--- config.mk ---
export PLATFORM = sky130hd
export DESIGN_NAME = twi_cmd_core
export DESIGN_NICKNAME = d
export VERILOG_FILES = /design/src/common/twi_cmd_pkg.sv /design/src/core/byte_fifo.sv /design/src/core/twi_cmd_core.sv
export SDC_FILE = /design/constraint.sdc
export NUM_CORES = 1
export LEC_CHECK = 0
export BUFFER_PORTS_ARGS = -buffer_cell sky130_fd_sc_hd__buf_2
export CAP_MARGIN = 10
export CELL_PAD_IN_SITES_DETAIL_PLACEMENT = 1
export CELL_PAD_IN_SITES_GLOBAL_PLACEMENT = 1
export CORE_MARGIN = 8
export CORE_UTILIZATION = 35
export DETAILED_ROUTE_END_ITERATION = 12
export PLACE_DENSITY_LB_ADDON = 0.15
export SYNTH_ARGS = -nofsm -noshare
export SYNTH_HDL_FRONTEND = slang
export SYNTH_SLANG_ARGS = --single-unit
--- constraint.sdc ---
create_clock -name mclk -period 12.3 [get_ports mclk]
set_clock_uncertainty 0.2 [all_clocks]
set_input_delay 0.615 -clock mclk [delete_from_list [all_inputs] [get_ports mclk]]
set_output_delay 0.615 -clock mclk [all_outputs]
set_load 0.01 [all_outputs]
--- src/common/twi_cmd_pkg.sv ---
package twi_cmd_pkg;
    // addressing and command decode
    localparam logic [3:0] DEV_ADDR_FIXED = 4'hB;
    localparam logic [3:0] OP_WRITE_USER = 4'h0;
    localparam logic [3:0] OP_RANDOM_READ = 4'h1;
    localparam logic [3:0] OP_READ_USER = 4'h2;
    localparam logic [3:0] OP_SYS_WRITE = 4'h4;
    localparam logic [7:0] SYS_CFG = 8'h00;
    localparam logic [7:0] SYS_FUSE = 8'h01;
    localparam logic [7:0] SYS_CHECKSUM = 8'h02;
    localparam logic [7:0] SYS_ZONE = 8'h03;
    localparam logic [7:0] SYS_CFG_AT = 8'h08;
    localparam logic [7:0] SYS_ZONE_AT = 8'h0B;
    ////////////////////////////////////////////////////////////////////////////////
    // fuses: bit positions inside the fuse nibble and their ids
    localparam logic [7:0] FUSE_ID_LOT = 8'h07;
    localparam logic [7:0] FUSE_ID_FAB = 8'h06;
    localparam logic [7:0] FUSE_ID_ISSUER = 8'h04;
    localparam logic [7:0] FUSE_ID_PERS = 8'h00;
    localparam int FUSE_FAB = 0;
    localparam int FUSE_ISSUER = 1;
    localparam int FUSE_PERS = 2;
    localparam int FUSE_LOT = 3;
    localparam logic [3:0] FUSE_RESET = 4'h7;
    ////////////////////////////////////////////////////////////////////////////////
    // sizes and bit counting
    localparam logic [7:0] PAGE_N = 8'h10;
    localparam int PAGE = 16;
    localparam logic [3:0] BIT_LAST = 4'h8;
    localparam logic [3:0] BIT_HOST_ACK = 4'h9;
    localparam logic [8:0] READ_ALL = 9'h100;
    localparam logic [7:0] CFG_HIGH = 8'h00;
    localparam int ENTRY_W = 25;
    localparam int FIFO_DEPTH = 8;
    ////////////////////////////////////////////////////////////////////////////////
    // timing
    localparam int CLK_PERIOD_NS = 25;
    localparam int NS_PER_MS = 1000000;
    localparam int T_WRITE_MS = 5;
    localparam int T_WRITE_AT_MS = 20;
    localparam int TMR_W = 24;

    typedef enum logic [2:0] {
        st_idle, st_cmd, st_a1, st_a2, st_cnt, st_wdat, st_rdat, st_ignore
    } link_state_type;
endpackage : twi_cmd_pkg

--- src/core/byte_fifo.sv ---
`timescale 1ns/100ps
module byte_fifo #(
    parameter int WIDTH = 8,
    parameter int DEPTH = 8
) (
    input wire logic mclk,
    input wire logic rstn,
    input wire logic in_valid,
    input wire logic [WIDTH-1:0] in_data,
    output logic in_ready,
    output logic out_valid,
    output logic [WIDTH-1:0] out_data,
    input wire logic out_ready
);
    localparam int AW = $clog2(DEPTH);
    localparam logic [AW:0] FULL = (AW+1)'(DEPTH);
    logic [WIDTH-1:0] mem_q [DEPTH];
    logic [AW-1:0] wr_q;
    logic [AW-1:0] rd_q;
    logic [AW:0] cnt_q;
    logic [AW:0] cnt_d;
    logic full_q;
    logic nonempty_q;
    wire push = in_valid && !full_q;
    wire pop = nonempty_q && out_ready;

    assign cnt_d = cnt_q + (AW+1)'(push) - (AW+1)'(pop);
    assign in_ready = !full_q;
    assign out_valid = nonempty_q;
    assign out_data = mem_q[rd_q];

    always_ff @(posedge mclk) begin
        if (push) begin
            mem_q[wr_q] <= in_data;
        end
    end

    always_ff @(posedge mclk or negedge rstn) begin
        if (!rstn) begin
            wr_q <= '0;
            rd_q <= '0;
            cnt_q <= '0;
            full_q <= 1'b0;
            nonempty_q <= 1'b0;
        end else begin
            wr_q <= wr_q + AW'(push);
            rd_q <= rd_q + AW'(pop);
            cnt_q <= cnt_d;
            full_q <= cnt_d == FULL;
            nonempty_q <= cnt_d != '0;
        end
    end
endmodule : byte_fifo

--- src/core/twi_cmd_core.sv ---
`timescale 1ns/100ps
// Overview of operation
// - high nibble of command byte is device address; nibble B answers whenever not busy.
// - low nibble of device_config_byte is a second answering address, shipped as F.
// - every link byte moves most significant bit first, both directions.
// - user write B0 takes two address bytes, accepts at most 16 data bytes.
// - crypto-mode user write data waits in buffer; checksum bytes overwrite it, good checksum commits them at last direct write's address, bad discards.
// - no write permission means count byte of the write is not acknowledged.
// - aborted write header leaves its address as the read pointer.
// - random read B1 returns pointer byte, increments, continues while host acknowledges.
// - read pointer wraps from zone end back to zone start.
// - read B2 returns count bytes from address, count zero means 256.
// - no read permission means count byte of the read is not acknowledged.
// - system write B4 decodes first_param: config, fuse, checksum, zone select.
// - config write touching unauthorized bytes writes nothing.
// - fuses only go one to zero and need secure code first.
// - fuses blow in order: fab, then issuer, then personalization.
// - crypto-mode zone write starts only after checksum via first_param 02.
// - bad checksum clears the held authentication privilege.
// - zone selection required (not enforced here: user reads and writes run with no zone selected); first_param 0B turns on anti-tearing until next select.
// - config write with first_param 08 uses anti-tearing.
// - commands other than random read carry four header bytes.
// - normal reads drive data right after the count byte.
// - while busy the command byte of a poll is not acknowledged.
module twi_cmd_core
    import twi_cmd_pkg::*;
#(
    parameter int WRITE_CYC = T_WRITE_MS * (NS_PER_MS / CLK_PERIOD_NS),
    parameter int WRITE_AT_CYC = T_WRITE_AT_MS * (NS_PER_MS / CLK_PERIOD_NS)
) (
    input wire logic mclk,
    input wire logic rstn,
    input wire logic scl_in,
    input wire logic sda_in,
    output logic sda_out,
    output logic sda_oe,
    input wire logic [7:0] device_config_byte,
    input wire logic zone_wr_allowed,
    input wire logic zone_rd_allowed,
    input wire logic zone_crypto_write,
    input wire logic secure_code_ok,
    input wire logic checksum_ok,
    input wire logic [7:0] cfg_auth_lo,
    input wire logic [7:0] cfg_auth_hi,
    input wire logic [15:0] zone_last,
    output logic [15:0] rd_addr,
    output logic rd_cfg,
    input wire logic [7:0] rd_data,
    output logic mem_wr_valid,
    input wire logic mem_wr_ready,
    output logic [15:0] mem_wr_addr,
    output logic [7:0] mem_wr_data,
    output logic mem_wr_cfg,
    output logic [7:0] zone_sel,
    output logic anti_tear,
    output logic [3:0] fuse_state,
    output logic [15:0] checksum_word,
    output logic crypto_reset,
    output logic auth_clear,
    output logic busy
);
    function automatic logic [15:0] next_ptr(input logic [15:0] p, input logic cfg,
                                             input logic [15:0] last);
        if (cfg) begin
            next_ptr = {CFG_HIGH, p[7:0] + 8'h01};
        end else if (p == last) begin
            next_ptr = '0;
        end else begin
            next_ptr = p + 16'h0001;
        end
    endfunction : next_ptr

    ////////////////////////////////////////////////////////////////////////////////
    // pin synchronisers and bus conditions
    logic scl_m_q, scl_s_q, scl_p_q, sda_m_q, sda_s_q, sda_p_q;
    always_ff @(posedge mclk or negedge rstn) begin
        if (!rstn) begin
            {scl_m_q, scl_s_q, scl_p_q} <= 3'h7;
            {sda_m_q, sda_s_q, sda_p_q} <= 3'h7;
        end else begin
            {scl_m_q, scl_s_q, scl_p_q} <= {scl_in, scl_m_q, scl_s_q};
            {sda_m_q, sda_s_q, sda_p_q} <= {sda_in, sda_m_q, sda_s_q};
        end
    end
    wire rise = scl_s_q && !scl_p_q;
    wire fall = !scl_s_q && scl_p_q;
    wire start_ev = scl_s_q && scl_p_q && sda_p_q && !sda_s_q;
    wire stop_ev = scl_s_q && scl_p_q && !sda_p_q && sda_s_q;

    ////////////////////////////////////////////////////////////////////////////////
    // state
    link_state_type state_q, nxt;
    logic [3:0] op_q, cnt_q;
    logic [7:0] sh_q, a1_q, a2_q;
    logic [8:0] rem_q;
    logic ackph_q, tx_q, hack_q, oe_q, go_tx_q, random_q;
    logic [15:0] ptr_q, wbase_q, chk_q;
    logic ptr_cfg_q, wcfg_q, pend_q, cp_act_q, busy_q, at_q, zone_at_q;
    logic [4:0] wcount_q, cp_idx_q;
    logic [7:0] wbuf_q [PAGE];
    logic [7:0] zone_q;
    logic [3:0] fuse_q;
    logic [TMR_W-1:0] tmr_q;
    logic crst_q, aclr_q;
    logic ack_ok, start_tx;
    logic fifo_ready;

    ////////////////////////////////////////////////////////////////////////////////
    // byte decode
    wire byte_done = fall && !tx_q && !ackph_q && cnt_q == BIT_LAST;
    wire addr_hit = sh_q[7:4] == DEV_ADDR_FIXED || sh_q[7:4] == device_config_byte[3:0];
    wire is_cfg_wr = a1_q == SYS_CFG || a1_q == SYS_CFG_AT;
    wire is_zone_set = a1_q == SYS_ZONE || a1_q == SYS_ZONE_AT;
    wire sys_known = is_cfg_wr || is_zone_set || a1_q == SYS_FUSE || a1_q == SYS_CHECKSUM;
    wire buf_room = wcount_q < PAGE_N[4:0];
    wire n_fits = sh_q <= PAGE_N;
    wire is_user_wr = op_q == OP_WRITE_USER;
    wire is_sys = op_q == OP_SYS_WRITE;
    wire more = random_q || rem_q != 9'h000;

    always_comb begin
        ack_ok = 1'b0;
        nxt = st_ignore;
        start_tx = 1'b0;
        case (state_q)
            st_cmd: begin
                ack_ok = addr_hit && !busy_q;
                start_tx = ack_ok && sh_q[3:0] == OP_RANDOM_READ;
                if (ack_ok) begin
                    nxt = start_tx ? st_rdat : st_a1;
                end
            end
            st_a1: begin
                ack_ok = 1'b1;
                nxt = st_a2;
            end
            st_a2: begin
                ack_ok = 1'b1;
                nxt = st_cnt;
            end
            st_cnt: begin
                case (op_q)
                    OP_WRITE_USER: begin
                        ack_ok = zone_wr_allowed && n_fits;
                        nxt = ack_ok ? st_wdat : st_ignore;
                    end
                    OP_READ_USER: begin
                        ack_ok = zone_rd_allowed;
                        start_tx = ack_ok;
                        nxt = ack_ok ? st_rdat : st_ignore;
                    end
                    OP_SYS_WRITE: begin
                        ack_ok = sys_known && (!is_cfg_wr || n_fits);
                        nxt = ack_ok ? st_wdat : st_ignore;
                    end
                    default: begin
                        ack_ok = 1'b1;
                    end
                endcase
            end
            st_wdat: begin
                ack_ok = buf_room;
                nxt = st_wdat;
            end
            default: begin
                ack_ok = 1'b0;
            end
        endcase
    end

    ////////////////////////////////////////////////////////////////////////////////
    // bit sequencer: receive on rising scl, drive on falling scl
    always_ff @(posedge mclk or negedge rstn) begin
        if (!rstn) begin
            state_q <= st_idle;
            cnt_q <= '0;
            sh_q <= '0;
            ackph_q <= 1'b0;
            tx_q <= 1'b0;
            oe_q <= 1'b0;
            go_tx_q <= 1'b0;
            hack_q <= 1'b0;
        end else if (start_ev || stop_ev) begin
            state_q <= start_ev ? st_cmd : st_idle;
            cnt_q <= '0;
            ackph_q <= 1'b0;
            tx_q <= 1'b0;
            oe_q <= 1'b0;
            go_tx_q <= 1'b0;
        end else if (rise && !tx_q && !ackph_q && cnt_q < BIT_LAST && state_q != st_idle) begin
            sh_q <= {sh_q[6:0], sda_s_q};
            cnt_q <= cnt_q + 4'h1;
        end else if (byte_done) begin
            oe_q <= ack_ok;
            ackph_q <= 1'b1;
            state_q <= nxt;
            go_tx_q <= start_tx;
        end else if (fall && ackph_q) begin
            ackph_q <= 1'b0;
            tx_q <= go_tx_q;
            sh_q <= rd_data;
            oe_q <= go_tx_q && !rd_data[7];
            cnt_q <= go_tx_q ? 4'h1 : 4'h0;
        end else if (rise && tx_q && cnt_q == BIT_HOST_ACK) begin
            hack_q <= !sda_s_q;
        end else if (fall && tx_q) begin
            if (cnt_q < BIT_LAST) begin
                oe_q <= !sh_q[6];
                sh_q <= {sh_q[6:0], 1'b0};
                cnt_q <= cnt_q + 4'h1;
            end else if (cnt_q == BIT_LAST) begin
                oe_q <= 1'b0;
                cnt_q <= BIT_HOST_ACK;
            end else if (hack_q && more) begin
                sh_q <= rd_data;
                oe_q <= !rd_data[7];
                cnt_q <= 4'h1;
            end else begin
                tx_q <= 1'b0;
                state_q <= st_ignore;
            end
        end
    end

    ////////////////////////////////////////////////////////////////////////////////
    // header capture, pointer and write buffer
    wire hdr_ld = byte_done && state_q == st_cnt;
    wire ptr_ld = hdr_ld && (is_user_wr || op_q == OP_READ_USER || (is_sys && is_cfg_wr));
    wire ptr_step = fall && tx_q && cnt_q == BIT_LAST;
    wire wd_take = byte_done && state_q == st_wdat && buf_room;
    wire [15:0] hdr_addr = (is_sys && is_cfg_wr) ? {CFG_HIGH, a2_q} : {a1_q, a2_q};

    always_ff @(posedge mclk or negedge rstn) begin
        if (!rstn) begin
            op_q <= '0;
            a1_q <= '0;
            a2_q <= '0;
            random_q <= 1'b0;
        end else if (byte_done) begin
            if (state_q == st_cmd) begin
                op_q <= sh_q[3:0];
                random_q <= sh_q[3:0] == OP_RANDOM_READ;
            end
            if (state_q == st_a1) begin
                a1_q <= sh_q;
            end
            if (state_q == st_a2) begin
                a2_q <= sh_q;
            end
        end
    end

    always_ff @(posedge mclk or negedge rstn) begin
        if (!rstn) begin
            ptr_q <= '0;
            ptr_cfg_q <= 1'b0;
            rem_q <= '0;
        end else if (ptr_ld) begin
            ptr_q <= hdr_addr;
            ptr_cfg_q <= is_sys;
            rem_q <= (sh_q == 8'h00) ? READ_ALL : {1'b0, sh_q};
        end else if (ptr_step) begin
            ptr_q <= next_ptr(ptr_q, ptr_cfg_q, zone_last);
            rem_q <= rem_q - 9'h001;
        end
    end

    always_ff @(posedge mclk) begin
        if (wd_take) begin
            wbuf_q[wcount_q[3:0]] <= sh_q;
        end
    end

    always_ff @(posedge mclk or negedge rstn) begin
        if (!rstn) begin
            wcount_q <= '0;
            chk_q <= '0;
        end else if (hdr_ld) begin
            wcount_q <= '0;
        end else if (wd_take) begin
            wcount_q <= wcount_q + 5'h01;
            if (is_sys && a1_q == SYS_CHECKSUM) begin
                chk_q <= {chk_q[7:0], sh_q};
            end
        end
    end

    ////////////////////////////////////////////////////////////////////////////////
    // execution at Stop
    wire exec = stop_ev && state_q == st_wdat;
    wire has_data = wcount_q != 5'h00;
    wire [8:0] cfg_end = {1'b0, a2_q} + {4'h0, wcount_q} - 9'h001;
    wire cfg_ok = a2_q >= cfg_auth_lo && cfg_end <= {1'b0, cfg_auth_hi};
    wire chk_exec = exec && is_sys && a1_q == SYS_CHECKSUM;
    wire chk_bad = chk_exec && !checksum_ok;
    wire chk_commit = chk_exec && pend_q && checksum_ok;
    wire hold = exec && is_user_wr && zone_crypto_write && has_data;
    wire direct_commit = exec && has_data &&
        ((is_user_wr && !zone_crypto_write) || (is_sys && is_cfg_wr && cfg_ok));
    wire do_commit = direct_commit || chk_commit;
    wire fuse_exec = exec && is_sys && a1_q == SYS_FUSE;
    wire fuse_order = a2_q == FUSE_ID_LOT || a2_q == FUSE_ID_FAB ||
        (a2_q == FUSE_ID_ISSUER && !fuse_q[FUSE_FAB]) ||
        (a2_q == FUSE_ID_PERS && !fuse_q[FUSE_ISSUER]);
    wire fuse_go = fuse_exec && secure_code_ok && fuse_order;
    wire zone_exec = exec && is_sys && is_zone_set;
    wire busy_go = do_commit || fuse_exec || chk_exec;
    wire at_sel = (is_sys && is_cfg_wr) ? a1_q == SYS_CFG_AT : zone_at_q;
    wire cp_last = cp_idx_q == wcount_q - 5'h01;

    always_ff @(posedge mclk or negedge rstn) begin
        if (!rstn) begin
            pend_q <= 1'b0;
            crst_q <= 1'b0;
            aclr_q <= 1'b0;
        end else begin
            pend_q <= hold || (pend_q && !chk_exec);
            crst_q <= chk_bad && pend_q;
            aclr_q <= chk_bad;
        end
    end

    always_ff @(posedge mclk or negedge rstn) begin
        if (!rstn) begin
            zone_q <= '0;
            zone_at_q <= 1'b0;
            fuse_q <= FUSE_RESET;
        end else begin
            if (zone_exec) begin
                zone_q <= a2_q;
                zone_at_q <= a1_q == SYS_ZONE_AT;
            end
            if (fuse_go) begin
                fuse_q[FUSE_FAB] <= fuse_q[FUSE_FAB] && a2_q != FUSE_ID_FAB;
                fuse_q[FUSE_ISSUER] <= fuse_q[FUSE_ISSUER] && a2_q != FUSE_ID_ISSUER;
                fuse_q[FUSE_PERS] <= fuse_q[FUSE_PERS] && a2_q != FUSE_ID_PERS;
                fuse_q[FUSE_LOT] <= fuse_q[FUSE_LOT] && a2_q != FUSE_ID_LOT;
            end
        end
    end

    always_ff @(posedge mclk or negedge rstn) begin
        if (!rstn) begin
            cp_act_q <= 1'b0;
            cp_idx_q <= '0;
            wbase_q <= '0;
            wcfg_q <= 1'b0;
        end else if (do_commit) begin
            cp_act_q <= 1'b1;
            cp_idx_q <= '0;
            if (direct_commit) begin
                wbase_q <= hdr_addr;
                wcfg_q <= is_sys;
            end
        end else if (cp_act_q && fifo_ready) begin
            cp_idx_q <= cp_idx_q + 5'h01;
            cp_act_q <= !cp_last;
        end
    end

    always_ff @(posedge mclk or negedge rstn) begin
        if (!rstn) begin
            busy_q <= 1'b0;
            at_q <= 1'b0;
            tmr_q <= '0;
        end else if (busy_go) begin
            busy_q <= 1'b1;
            at_q <= at_sel;
            tmr_q <= at_sel ? TMR_W'(WRITE_AT_CYC) : TMR_W'(WRITE_CYC);
        end else if (busy_q && !cp_act_q) begin
            tmr_q <= tmr_q - TMR_W'(1);
            busy_q <= tmr_q != TMR_W'(1);
        end
    end

    byte_fifo #(
        .WIDTH(ENTRY_W),
        .DEPTH(FIFO_DEPTH)
    ) u_wr_fifo (
        .mclk(mclk),
        .rstn(rstn),
        .in_valid(cp_act_q),
        .in_data({wcfg_q, wbase_q + {11'h000, cp_idx_q}, wbuf_q[cp_idx_q[3:0]]}),
        .in_ready(fifo_ready),
        .out_valid(mem_wr_valid),
        .out_data({mem_wr_cfg, mem_wr_addr, mem_wr_data}),
        .out_ready(mem_wr_ready)
    );

    assign sda_out = 1'b0;
    assign sda_oe = oe_q;
    assign rd_addr = ptr_q;
    assign rd_cfg = ptr_cfg_q;
    assign zone_sel = zone_q;
    assign anti_tear = zone_at_q;
    assign fuse_state = fuse_q;
    assign checksum_word = chk_q;
    assign crypto_reset = crst_q;
    assign auth_clear = aclr_q;
    assign busy = busy_q;

    ////////////////////////////////////////////////////////////////////////////////
    // checks
    a_busy_nack: assert property (@(posedge mclk) disable iff (!rstn)
        byte_done && state_q == st_cmd && busy_q |=> !sda_oe) else $error("ack while busy");
    a_fixed_addr: assert property (@(posedge mclk) disable iff (!rstn)
        byte_done && state_q == st_cmd && sh_q[7:4] == DEV_ADDR_FIXED && !busy_q
        |=> sda_oe && ackph_q) else $error("fixed address not acked");
    a_alt_addr: assert property (@(posedge mclk) disable iff (!rstn)
        byte_done && state_q == st_cmd && sh_q[7:4] != DEV_ADDR_FIXED &&
        sh_q[7:4] != device_config_byte[3:0] |=> !sda_oe) else $error("foreign address acked");
    a_wr_perm: assert property (@(posedge mclk) disable iff (!rstn)
        byte_done && state_q == st_cnt && is_user_wr && !zone_wr_allowed
        |=> !sda_oe && state_q == st_ignore) else $error("write count acked");
    a_rd_perm: assert property (@(posedge mclk) disable iff (!rstn)
        byte_done && state_q == st_cnt && op_q == OP_READ_USER && !zone_rd_allowed
        |=> !sda_oe ##1 !tx_q) else $error("read count acked");
    a_fuse_down: assert property (@(posedge mclk) disable iff (!rstn)
        $changed(fuse_q) |-> (fuse_q & ~$past(fuse_q)) == 4'h0 && $past(secure_code_ok))
        else $error("fuse rose or no secure code");
    a_fuse_order: assert property (@(posedge mclk) disable iff (!rstn)
        $fell(fuse_q[FUSE_PERS]) |-> !fuse_q[FUSE_ISSUER] && !fuse_q[FUSE_FAB])
        else $error("fuse blown out of order");
    a_bad_chk: assert property (@(posedge mclk) disable iff (!rstn)
        chk_bad |=> auth_clear ##1 !auth_clear) else $error("privilege not cleared");
    a_zone_at: assert property (@(posedge mclk) disable iff (!rstn)
        zone_exec |=> anti_tear == $past(a1_q == SYS_ZONE_AT) && zone_sel == $past(a2_q))
        else $error("zone select wrong");
    a_ptr_wrap: assert property (@(posedge mclk) disable iff (!rstn)
        ptr_step && !ptr_cfg_q && ptr_q == zone_last |=> rd_addr == 16'h0000)
        else $error("pointer did not wrap");
    a_hold_data: assert property (@(posedge mclk) disable iff (!rstn)
        hold |=> pend_q && !cp_act_q && !busy_q) else $error("crypto write not held");
endmodule : twi_cmd_core

After elaboration in Yosys (flattened, before gate mapping)
Memory sizes are Yosys's and may differ from the RTL's.
Cells that the tools add are included.
Storage, ports and cells
  bits in latches: 0
  bits in writable memories: 328
  register bits after elaboration: 170
  input bits: 58
  memory bits (read-only): 0
  output and inout bits: 77
  logic and storage cells: 333
  memories kept: 2
Operators by class
  bitwise logic cells: 5
  shifts and indexed selects: 0
  equality and inequality tests: 44
  divide/modulo/power cells: 0
  magnitude comparators: 5
  mux-type cells: 88
  reductions and logical operators: 134
  $add $sub $neg: 15
  $mul: 0
Memories
  u_wr_fifo.mem_q: depth 8, bits a word 25, read ports 1, clocked after Yosys merged registers in 0, wr ports 1, line byte_fifo.sv:17  | logic [WIDTH-1:0] mem_q [DEPTH];
  wbuf_q: depth 16, bits a word 8, read ports 1, clocked after Yosys merged registers in 0, wr ports 1, line twi_cmd_core.sv:100  | logic [7:0] wbuf_q [PAGE];
Operators with widths (count)
  2-to-1 mux 16 bit: 5
  2-to-1 mux 8 bit: 8
  logical AND 1 bit: 60
  2-to-1 mux 24 bit: 2
  2-to-1 mux 1 bit: 38
  2-to-1 mux 4 bit: 9
  2-to-1 mux 3 bit: 11
  2-to-1 mux 9 bit: 3
  != test 3 bit (second input constant): 9
  equality test 8 x 3 -> 1 bit (second input constant): 3
  zero test 8 bit: 3
  != test 24 x 1 -> 1 bit (second input constant): 1
  != test 8 x 3 -> 1 bit (second input constant): 3
  subtractor 24 x 1 -> 24 bit (second input constant): 1
  2-to-1 mux 20 bit: 1
  2-to-1 mux 5 bit: 4
  logical OR 1 bit: 19
  zero test 1 bit: 18
  subtractor 9 x 1 -> 9 bit (second input constant): 2
  adder 16 x 1 -> 16 bit (second input constant): 1
  adder 16 x 5 -> 16 bit: 1
  equality test 16 bit: 1
  equality test 4 bit (second input constant): 4
  equality test 8 x 2 -> 1 bit (second input constant): 2
  50 further kinds: 82

Logic depth before layout (Yosys ltp)
Gate-level depths: netlist of the first run.
  word-level depth: 12
  depth in mapped cells: 22
  gate-level depth less buffers: 20

Cells and area by module
From an unflattened synthesis of the first run, not the netlist that was laid out.
Unflattened totals
  cells, all modules: 1486
  area, all modules: 22487.8 sq um
Modules (own cells, without submodules)
  twi_cmd_core: cells each 1139, instances 1, seq. area each 7808.7 sq um, area an instance 14217.4 sq um
  byte_fifo: cells each 347, instances 1, seq. area each 6306.0 sq um, area an instance 8270.4 sq um

Least setup slack after synthesis of the first run
OpenSTA, ideal clock, no wires.
  path kind: register to register
  start: register u_wr_fifo.full_q
  end: memory u_wr_fifo.mem_q[4][0] (netlist bit) (enable)
  slack: 8382 ps
  period minus slack after synthesis: 3918 ps
  arrival: 3238 ps
  required time: 11620 ps
  stages on the path, launching flop included: 3
  library setup time: 480 ps
  path buffers: 0
  cells stage by stage: dfrtp_1 -> nand2b_1 -> nor4b_1
On the way
  word-level cells in the longest chain between the ends: 4
Ends and longest elaborated chain
  start: declaration: line byte_fifo.sv:22  | logic full_q;
  start signal: assignment: line byte_fifo.sv:43  | full_q <= 1'b0;
  start signal: assignment: line byte_fifo.sv:49  | full_q <= cnt_d == FULL;
  zero test 1 bit: line byte_fifo.sv:24  | wire push = in_valid && !full_q;
  logical AND 1 bit: line byte_fifo.sv:24
  2-to-1 mux 1 bit: line byte_fifo.sv:33  | if (push) begin
  2-to-1 mux 1 bit (implied by the code): line byte_fifo.sv:34  | mem_q[wr_q] <= in_data;
  end: declaration: line byte_fifo.sv:17
No other way between the ends.

Final worst setup path of the first run
  start: register a2_q[1]
  end: register cp_idx_q[1]
On the way
  word-level cells in the longest chain between the ends: 9
Ends and longest elaborated chain
  start: declaration: line twi_cmd_core.sv:94  | logic [7:0] sh_q, a1_q, a2_q;
  start signal: assignment: line twi_cmd_core.sv:248  | a2_q <= sh_q;
  adder 8 x 5 -> 9 bit: line twi_cmd_core.sv:292  | wire [8:0] cfg_end = {1'b0, a2_q} + {4'h0, wcount_q} - 9'h001;
  subtractor 9 x 1 -> 9 bit: line twi_cmd_core.sv:292
  <= comparator 9 x 8 -> 1 bit: line twi_cmd_core.sv:293  | wire cfg_ok = a2_q >= cfg_auth_lo && cfg_end <= {1'b0, cfg_auth_hi};
  logical AND 1 bit (*): line twi_cmd_core.sv:293
  logical AND 1 bit (*): line twi_cmd_core.sv:299  | ((is_user_wr && !zone_crypto_write) || (is_sys && is_cfg_wr && cfg_ok));
  logical OR 1 bit (*): line twi_cmd_core.sv:299
  logical AND 1 bit (*): line twi_cmd_core.sv:298  | wire direct_commit = exec && has_data &&
  logical OR 1 bit (*): line twi_cmd_core.sv:300  | wire do_commit = direct_commit || chk_commit;
  2-to-1 mux 5 bit / nonzero test 2 bit (equally long branches)
  end signal: assignment: line twi_cmd_core.sv:356  | cp_idx_q <= cp_idx_q + 5'h01;
  end: declaration: line twi_cmd_core.sv:99  | logic [4:0] wcount_q, cp_idx_q;
Every way passes the cells marked *; elsewhere a longest branch is shown, timed or not.
A chain may end at the register's enable or synchronous reset.

==> results of run 1 <==
==> path summary, 6_finish.rpt <==
check	end	slack (ns)	cells past startpoint
max reg2reg	cp_idx_q[1]$_DFFE_PN0P_	7.34	20
min in group asynchronous	rd_addr[8]$_DFFE_PN0P_	0.43	2
max in group asynchronous	u_wr_fifo.rd_q[0]$_DFF_PN0_	9.91	3
min	sh_q[1]$_DFFE_PN0P_	0.11	3
min reg2reg	sda_s_q$_DFF_PN1_	0.16	0
max	cp_idx_q[1]$_DFFE_PN0P_	7.34	20
==> logic make-up after synthesis <==
family | after synthesis | synth area share (%)
other | 1 | 0.01694
AOI/OAI and AO/OA | 175 | 5.139
muxes | 177 | 13.52
buffers and inverters | 135 | 2.510
adders and majority gates | 58 | 3.380
DFF | 498 | 63.77
and+or+nand+nor | 345 | 8.338
xor gates and xnor gates | 84 | 3.324
==> where the power goes <==
group	internal, uW	switching, uW	total [uW]
sequential	2050	258	2310
clock	1030	686	1710
combinational	650	823	1470
==> metrics by stage <==
step | total power (uW) | std cells | setup slack (ns)
2_1_floorplan | 3309 | 1473 | 8.382
3_3_place_gp | 3802 | 2408 | 7.372
3_5_place_dp | 3850 | 2408 | 7.289
4_1_cts | 5590 | 2514 | 7.268
5_1_grt | 5807 | 2514 | 6.958
6_report | 5495 | 2514 | 7.342
==> per-layer routing <==
layer | vias up | wire (um)
li1 | 5891 | -
met1 | 6704 | 26330
met2 | 160 | 27070
met3 | 55 | 1869
met4 | 0 | 810
met5 | - | 0
==> timing repair <==
| item | in CTS | in global routing |
|---|---|---|
| hold buffers | 4 | 0 |
| buffers inserted | 0 | 0 |
| endpoints found under the hold margin | 100 | 0 |
==> cells in the final DEF (no fill, tap or decap), drive strengths merged, types with 6 or more instances in the layout <==
cell type	count
nor4	18
inv	73
xor2	48
nand4	12
dfrtp	161
a21o	11
o21a	7
dfstp	9
mux4	90
o21ai	53
nor2b	7
or3	10
a221o	8
mux2	76
nor3b	11
bufinv	8
nor2	72
edfxtp	328
clkinv	21
buf	152
and2	14
o211ai	7
ha	55
mux2i	11
a21oi	40
nand3	37
nand2	75
a211oi	6
nor3	42
xnor2	36
and3	10
clkbuf	68
nand2b	12
==> layout make-up <==
| class | instances | area share (%) |
|---|---|---|
| inverters | 71 | 1.037 |
| flip-flops and latches | 498 | 54.93 |
| repair buffers | 157 | 3.402 |
| well taps | 846 | 4.117 |
| multi-input cells | 840 | 29.19 |
| clock buffers | 67 | 5.782 |
| clock inverters | 35 | 1.548 |
==> worst register-to-register path, delay by kind of cell, from the launching register on <==
family                     cells  cell delay, ns
AOI/OAI and AO/OA             10            2.34
adders and majority gates      4            1.09
DFF                            1            0.55
buffers and inverters          4            0.42
xor gates and xnor gates       1            0.14
and+or+nand+nor                1            0.09
==> sequential cells by signal (all words and copies together) (netlist names), 8 cells and up <==
| name | flops |
|---|---|
| checksum_word | 16 |
| tmr_q | 24 |
| rem_q | 9 |
| a2_q | 8 |
| wbase_q | 16 |
| zone_sel | 8 |
| u_wr_fifo.mem_q | 200 |
| wbuf_q | 128 |
| a1_q | 8 |
| sh_q | 8 |
| rd_addr | 16 |
==> impl_metrics.json, run 1 <==
{
  "dieArea_um2": 71540,
  "firstDrtPassIters": 4,
  "cts_resized": 0,
  "insertion_delay_ns": 0.61,
  "min_period_ns": 4.958,
  "cts_buffers": 54,
  "routedWlPerCell_um": 22.31,
  "timing.setup.tns_ns": 0,
  "track_usage_pct": 15.79,
  "yosysTopAreaCellShare_pct": 44.50,
  "critPathMaxFanout": 19,
  "ir_drop_v": 0.0001139,
  "die_y_um": 267.5,
  "setup_viol": 0,
  "worstSetupEndpointType": "flop",
  "min_from": "rd_data[1]",
  "busiest_layer": "met2",
  "syn_nets": 1589,
  "drive_gt1_share_pct": 26.44,
  "p_per_area_nw_per_um2": 213.7,
  "use_met3_pct": 2.322,
  "cts.path.max_buffers": 3,
  "ys_ff_latch": 498,
  "hold_violations": 0,
  "synth_area_um2": 22130,
  "drt_iter0_drc": 670,
  "drc": 0,
  "nets": 1738,
  "core-area_um2": 62850,
  "status": "finished, final reports clean",
  "antennaDiodeCount": 0,
  "synthDistinctLibCells": 84,
  "synthTopCellsByCount": "edfxtp_1, dfrtp_1, mux4_2, nand2_1, nor2_1",
  "start_util_pct": 35.22,
  "grt_use_met1_pct": 21.69,
  "ff_latch_area_um2": 14120,
  "crit_required_ns": 12.58,
  "die_w_um": 267.5,
  "async_flop_share_pct": 34.14,
  "fin_area_um2": 25710,
  "relSlewSlack_pct": 27.29,
  "nFillCells": 6410,
  "grt_overflow": 0,
  "synthFlopType": "edfxtp_1",
  "synth_edf_count": 328,
  "cp.arrival_ns": 5.24,
  "cp_num_buf_inv": 4,
  "cp_common_cell": "inv_1",
  "yosysWarnings": 0,
  "syn_to_final_growth_pct": 16.16,
  "ant_nets": 0,
  "grt_pass1_wl_um": 86770,
  "reg2reg_from": "a2_q[1]$_DFFE_PN0P_",
  "synth_area_leaders": "edfxtp_1, dfrtp_1, mux4_2, mux2_2, ha_1",
  "cts_tree": "yes",
  "crit_chain": "inv_1 > ha_1 > inv_1 > ha_1 > inv_1 > fa_1 > inv_1 > a21o_1 > a21oi_1 > o21bai_1 > a21oi_1 > xor2_1 > ha_1 > a211oi_1 > o211ai_1 > a31oi_1 > o31a_1 > a32o_1 > o21bai_2 > nor2_1",
  "critPathLaunch": "a2_q[1]$_DFFE_PN0P_",
  "use_met2_pct": 26.50,
  "multiInputGateArea_um2": 7503,
  "avgViaCountPerCell": 5.095,
  "cap_violations": 0,
  "grt_pass1_vias": 13811,
  "gp_congestion": 0.7737,
  "dpl_cell_area_um2": 23790,
  "cpPeakStageDelay_ns": 0.74,
  "worst_hold_slack_ns": 0.1073,
  "p_leak_uw": 0.01012,
  "max_freq_mhz": 201.7,
  "critical_path_class": "reg -> reg",
  "critPathLaunchType": "flop",
  "clockRootBuffer": "clkbuf_16",
  "cts.sinks": 498,
  "fin_util_pct": 40.91,
  "synth.avg_cell_area_um2": 15.03,
  "htreeDepth": 2,
  "min-delay-path-class": "in -> reg",
  "yosysMostFrequentCell": "edfxtp_1",
  "grt_max_degree": 105,
  "synth_cells": 1473,
  "final_max_slew_viol_count": 0,
  "worst_pin_slew_ns": 1.091,
  "ys_seq_area_share_pct": 63.77,
  "cts.clk_slew.worst_paths_ns": 0.06,
  "row_count": 92,
  "post-route-period-util_pct": 40.31,
  "cp_top_family": "compound AO/OA/AOI/OAI gates",
  "vias": 12810,
  "grt_setup_unrepaired": "false",
  "critPathSlowestCell": "a32o_1",
  "ios": 135,
  "io_buffers": 129,
  "antenna_found_initial": 2,
  "finalWirelength_um": 56080,
  "synth_top_area_cell": "edfxtp_1",
  "dp.final_hpwl_um": 37240
}
Note: power is estimated with default switching activity, not from simulation.
==> run 2, diff against run 1 <==
==> constraint.sdc (replaced) <==
create_clock -name mclk -period 4.8 [get_ports mclk]
set_clock_uncertainty 0.2 [all_clocks]
set_input_delay 0.24 -clock mclk [delete_from_list [all_inputs] [get_ports mclk]]
set_output_delay 0.24 -clock mclk [all_outputs]
set_load 0.01 [all_outputs]
==> impl_metrics.json, run 2 (synthesis gave the netlist of run 1 again) <==
{
  "status": "finished, final reports clean",
  "routedWlPerCell_um": 22.76,
  "dp.final_hpwl_um": 38990,
  "htreeDepth": 2,
  "die_y_um": 267.5,
  "antenna_found_initial": 2,
  "syn_to_final_growth_pct": 16.77,
  "core-area_um2": 62850,
  "numPlacedInstances": 2415,
  "post-route-period-util_pct": 93.40,
  "critPathMaxFanout": 19,
  "io_buffers": 129,
  "multiInputGateArea_um2": 7506,
  "cpPeakStageDelay_ns": 0.49,
  "gp_congestion": 0.7763,
  "min-delay-path-class": "in -> async",
  "grt_overflow": 0,
  "cp.arrival_ns": 4.75,
  "cts.sinks": 498,
  "insertion_delay_ns": 0.61,
  "worstSetupEndpointType": "flop",
  "grt_pass1_vias": 14279,
  "finalWirelength_um": 57650,
  "ant_nets": 0,
  "row_count": 92,
  "critPathLaunchType": "flop",
  "track_usage_pct": 16.30,
  "die_w_um": 267.5,
  "critical_path_class": "reg -> reg",
  "crit_required_ns": 5.07,
  "cp_top_family": "compound AO/OA/AOI/OAI gates",
  "cp_num_buf_inv": 5,
  "mostFrequentLayoutCell": "edfxtp_1",
  "top_register": "u_wr_fifo.mem_q",
  "pre_cts_slack_ns": 0.3219,
  "worst_pin_slew_ns": 1.188,
  "firstDrtPassIters": 5,
  "drt_iter0_drc": 618,
  "nets": 1758,
  "grt_pass1_wl_um": 89570,
  "max_freq_mhz": 223.1,
  "most-common-layout-cells": "edfxtp_1, dfrtp_1, buf_2",
  "cts.clk_slew.worst_paths_ns": 0.06,
  "cap_violations": 0,
  "vias": 12982,
  "p_leak_uw": 0.01017,
  "dieArea_um2": 71540,
  "timing.setup.tns_ns": 0,
  "ff_latch_area_um2": 14120,
  "largest_register_ff_count": 200,
  "finalPower_uw": 14070,
  "p_per_area_nw_per_um2": 544.3,
  "critPathSlowestCell": "dfrtp_1",
  "ios": 135,
  "setup_ws_ns": 0.3170,
  "antennaDiodeCount": 0,
  "cts.path.max_buffers": 3,
  "final_max_slew_viol_count": 0,
  "min_period_ns": 4.483,
  "drive_gt1_share_pct": 26.02,
  "relSlewSlack_pct": 19.93,
  "setup_viol": 0,
  "drc": 0,
  "grt_max_degree": 81,
  "grt_setup_unrepaired": "false",
  "final_cells": 2533,
  "start_util_pct": 35.22,
  "cp_common_cell": "inv_1",
  "avgViaCountPerCell": 5.125,
  "cts_tree": "yes",
  "worst_hold_slack_ns": 0.05800,
  "hold_violations": 0,
  "ir_drop_v": 0.0003177,
  "crit_chain": "inv_1 > ha_1 > inv_1 > ha_1 > inv_1 > fa_1 > inv_1 > a21o_1 > a21oi_1 > o21bai_1 > a21oi_1 > xor2_1 > ha_1 > a211oi_1 > o211ai_1 > a31oi_1 > o31a_1 > a32o_1 > buf_4 > mux2_2",
  "cts_buffers": 55,
  "post_cts.repair.setup_buffers": 0,
  "nFillCells": 6413,
  "clockRootBuffer": "clkbuf_16"
}
-- run 2: cell count changes in the layout (fill, tap and decap cells not counted), sizes merged --
cell	delta
dlygate4sd3	+12
buf	+7
clkbuf	+4
inv	-3
bufinv	-1
-- run 2: final timing paths --
check / startpoint / to / slack [ns] / cells past startpoint
worst min register to register: scl_m_q$_DFF_PN1_ / scl_s_q$_DFF_PN1_ / 0.16 / 0
worst max register to register: a2_q[0]$_DFFE_PN0P_ / wbase_q[7]$_DFFE_PN0P_ / 0.32 / 20
min in group mclk: sda_in / sda_m_q$_DFF_PN1_ / 0.07 / 2
max in group asynchronous: rstn / rd_cfg$_DFFE_PN0P_ / 3.19 / 3
worst min-delay path: rstn / rd_addr[9]$_DFFE_PN0P_ / 0.06 / 2
worst max-delay path: a2_q[0]$_DFFE_PN0P_ / wbase_q[7]$_DFFE_PN0P_ / 0.32 / 20
-- run 2: power breakdown --
part | internal (uW) | total, uW | switching (uW)
clock | 2550 | 4290 | 1750
combinational | 1690 | 3830 | 2140
sequential | 5250 | 5940 | 691
total | 9490 | 14100 | 4580
-- run 2: metal layers --
metal / share of wire (%) / GRT usage, % / vias up
met5: 0 / 0 / -
met4: 2.1 / 4.183 / 0
met3: 3.4 / 2.350 / 74
met2: 49 / 27.49 / 187
met1: 46 / 22.03 / 6791
li1: - / - / 5930
-- run 2: final cells by class --
cell class,count,area share [%]
sequential,498,54.64
multi-input combinational,840,29.04
timing repair buffer,176,4.100
tap,846,4.095
clock buffer,71,5.717
inverter,71,1.031
clock inverter,31,1.375
-- run 2: repair_timing --
| action | in CTS | in global routing |
|---|---|---|
| endpoints found under the setup margin | 0 | 5 |
| endpoints found under the hold margin | 104 | 0 |
| gates resized for setup | 0 | 2 |
| hold buffers | 16 | 0 |
-- run 2: metrics by stage --
| step | cell area [um^2] | utilization [%] |
|---|---|---|
| finish | 25850 | 41.12 |
| global route | 25850 | 41.12 |
| CTS | 25840 | 41.12 |
| detailed placement | 23850 | 37.95 |
| global placement | 23850 | 37.95 |
| floorplan | 22130 | - |
-- run 2: worst reg2reg max path, cell delays in order, from the launching register on --
cell	delay [ns]
dfrtp_1	0.49
inv_1	0.21
ha_1	0.24
inv_1	0.05
ha_1	0.15
inv_1	0.05
fa_1	0.40
inv_1	0.08
a21o_1	0.10
a21oi_1	0.09
o21bai_1	0.14
a21oi_1	0.09
xor2_1	0.15
ha_1	0.20
a211oi_1	0.37
o211ai_1	0.16
a31oi_1	0.22
o31a_1	0.18
a32o_1	0.17
buf_4	0.26
mux2_2	0.37
==> run 3, diff against run 2 <==
--- a/config.mk
+++ b/config.mk
@@ -12,6 +12,7 @@
 export CORE_MARGIN = 8
 export CORE_UTILIZATION = 35
 export DETAILED_ROUTE_END_ITERATION = 12
+export GPL_TIMING_DRIVEN = 0
 export PLACE_DENSITY_LB_ADDON = 0.15
 export SYNTH_ARGS = -nofsm -noshare
 export SYNTH_HDL_FRONTEND = slang
==> impl_metrics.json, run 3 (synthesis gave the netlist of run 1 again) <==
{
  "cts.clk_slew.worst_paths_ns": 0.06,
  "ir_drop_v": 0.0002582,
  "grt_max_degree": 108,
  "cts.path.max_buffers": 3,
  "cts_buffers": 57,
  "crit_required_ns": 5.08,
  "critPathSlowestCell": "dfrtp_1",
  "nFillCells": 6473,
  "drc": 0,
  "worst_pin_slew_ns": 1.046,
  "die_w_um": 267.5,
  "worst_hold_slack_ns": 0.07039,
  "cts.sinks": 498,
  "dieArea_um2": 71540,
  "firstDrtPassIters": 4,
  "io_buffers": 129,
  "min_period_ns": 4.519,
  "drt_iter0_drc": 671,
  "dpl_cell_area_um2": 24170,
  "insertion_delay_ns": 0.61,
  "start_util_pct": 35.22,
  "ant_nets": 0,
  "vias": 13287,
  "nets": 1823,
  "hold_depth": 2,
  "antenna_found_initial": 2,
  "p_leak_uw": 0.01038,
  "routedWlPerCell_um": 22.61,
  "setup_ws_ns": 0.2811,
  "clockRootBuffer": "clkbuf_16",
  "fin_area_um2": 26320,
  "status": "finished, final reports clean",
  "timing.setup.tns_ns": 0,
  "crit_chain": "inv_1 > ha_1 > fa_1 > inv_1 > a21o_1 > a21oi_1 > o21bai_1 > a21oi_1 > xor2_1 > ha_1 > a211oi_2 > o211ai_1 > a31oi_1 > o31a_1 > a32o_1 > buf_4 > buf_6 > mux2_1",
  "htreeDepth": 2,
  "relSlewSlack_pct": 30.25,
  "multiInputGateArea_um2": 7513,
  "core-area_um2": 62850,
  "avgViaCountPerCell": 5.106,
  "hold_violations": 0,
  "post-route-period-util_pct": 94.14,
  "grt_overflow": 0,
  "row_count": 92,
  "track_usage_pct": 16.55,
  "final_max_slew_viol_count": 0,
  "grt_pass1_vias": 14711,
  "top_register": "u_wr_fifo.mem_q",
  "die_y_um": 267.5,
  "cts_tree": "yes",
  "cap_violations": 0,
  "pre_cts_slack_ns": -0.2269,
  "min-delay-path-class": "in -> reg",
  "finalWirelength_um": 58840,
  "most-common-layout-cells": "edfxtp_1, dfrtp_1, buf_2",
  "p_per_area_nw_per_um2": 543.3,
  "largest_register_ff_count": 200,
  "mostFrequentLayoutCell": "edfxtp_1",
  "finalPower_uw": 14300,
  "setup_viol": 0,
  "syn_to_final_growth_pct": 18.93,
  "max_freq_mhz": 221.3,
  "critPathMaxFanout": 10,
  "gp_congestion": 0.7737,
  "rr_worst_depth": 18,
  "dp.final_hpwl_um": 41740,
  "critical_path_class": "reg -> reg",
  "cp.arrival_ns": 4.80,
  "ios": 135,
  "drive_gt1_share_pct": 26.51,
  "ff_latch_area_um2": 14120,
  "grt_pass1_wl_um": 90680,
  "critPathLaunchType": "flop",
  "cpPeakStageDelay_ns": 0.64,
  "worstSetupEndpointType": "flop"
}
-- run 3: cell types whose count changed in the layout (fill, tap and decap cells not counted), moves of 3 or more --
cell | before | now
buf_6 | 0 | 15
buf_2 | 128 | 136
clkinv_4 | 1 | 4
clkinv_1 | 12 | 9
buf_4 | 30 | 17
buf_1 | 0 | 7
inv_6 | 0 | 3
buf_16 | 0 | 3
clkbuf_1 | 13 | 50
clkbuf_8 | 3 | 7
-- run 3: timing repair --
action,in CTS,in global routing
hold endpoints to repair,193,0
gates resized for setup,2,5
setup endpoints to repair,43,29
setup buffers,0,4
cloned,0,0
hold buffers,18,0
pin swaps,0,0
-- run 3: worst max-delay path: cells and delay by family (launching register included) --
kind | cells | cell delay (ns)
fa+ha+maj | 3 | 1.04
buf+inv | 4 | 0.56
mux | 1 | 0.32
compound gates | 9 | 1.46
flops | 1 | 0.64
xor+xnor | 1 | 0.14
-- run 3: final timing paths --
kind,slack (ns),endpoint,start
min in group asynchronous,0.57,scl_p_q$_DFF_PN1_,rstn
max in group asynchronous,3.24,u_wr_fifo.rd_q[1]$_DFF_PN0_,rstn
worst min-delay path,0.07,sda_m_q$_DFF_PN1_,sda_in
worst max register to register,0.28,wbase_q[11]$_DFFE_PN0P_,a2_q[2]$_DFFE_PN0P_
worst min register to register,0.16,sda_s_q$_DFF_PN1_,sda_m_q$_DFF_PN1_
worst max-delay path,0.28,wbase_q[11]$_DFFE_PN0P_,a2_q[2]$_DFFE_PN0P_
-- run 3: per-stage QoR --
stage	utilization [%]	cells
2_1_floorplan	-	1473
4_1_cts	41.81	2596
3_5_place_dp	38.45	2472
3_3_place_gp	37.93	2448
5_1_grt	41.87	2600
6_report	41.88	2602
-- run 3: power breakdown --
part           internal, uW  total [uW]  switching, uW  leakage (uW)
registers              5260        5740            483       0.00536
logic                  1720        4130           2410       0.00409
clock network          2620        4430           1810      0.000936
total                  9600       14300           4700        0.0104
-- run 3: routing by layer --
metal | part of all wire, % | track usage [%] | vias to the layer above
met5 | 0 | 0 | -
met4 | 1.7 | 3.905 | 0
met3 | 3.7 | 2.515 | 64
met2 | 49 | 27.96 | 207
met1 | 46 | 22.41 | 6942
li1 | - | - | 6074
-- run 3: cell type report --
cell class                      instances  share of cell area, %
Sequential cell                       498                  53.64
Multi-Input combinational cell        840                  28.54
Clock buffer                           73                  5.913
Timing Repair Buffer                  175                  4.392
Tap cell                              846                  4.021
Clock inverter                         33                  1.336
Buffer                                 64                  1.098
Inverter                               71                  1.041
Antenna cell                            2                0.01901
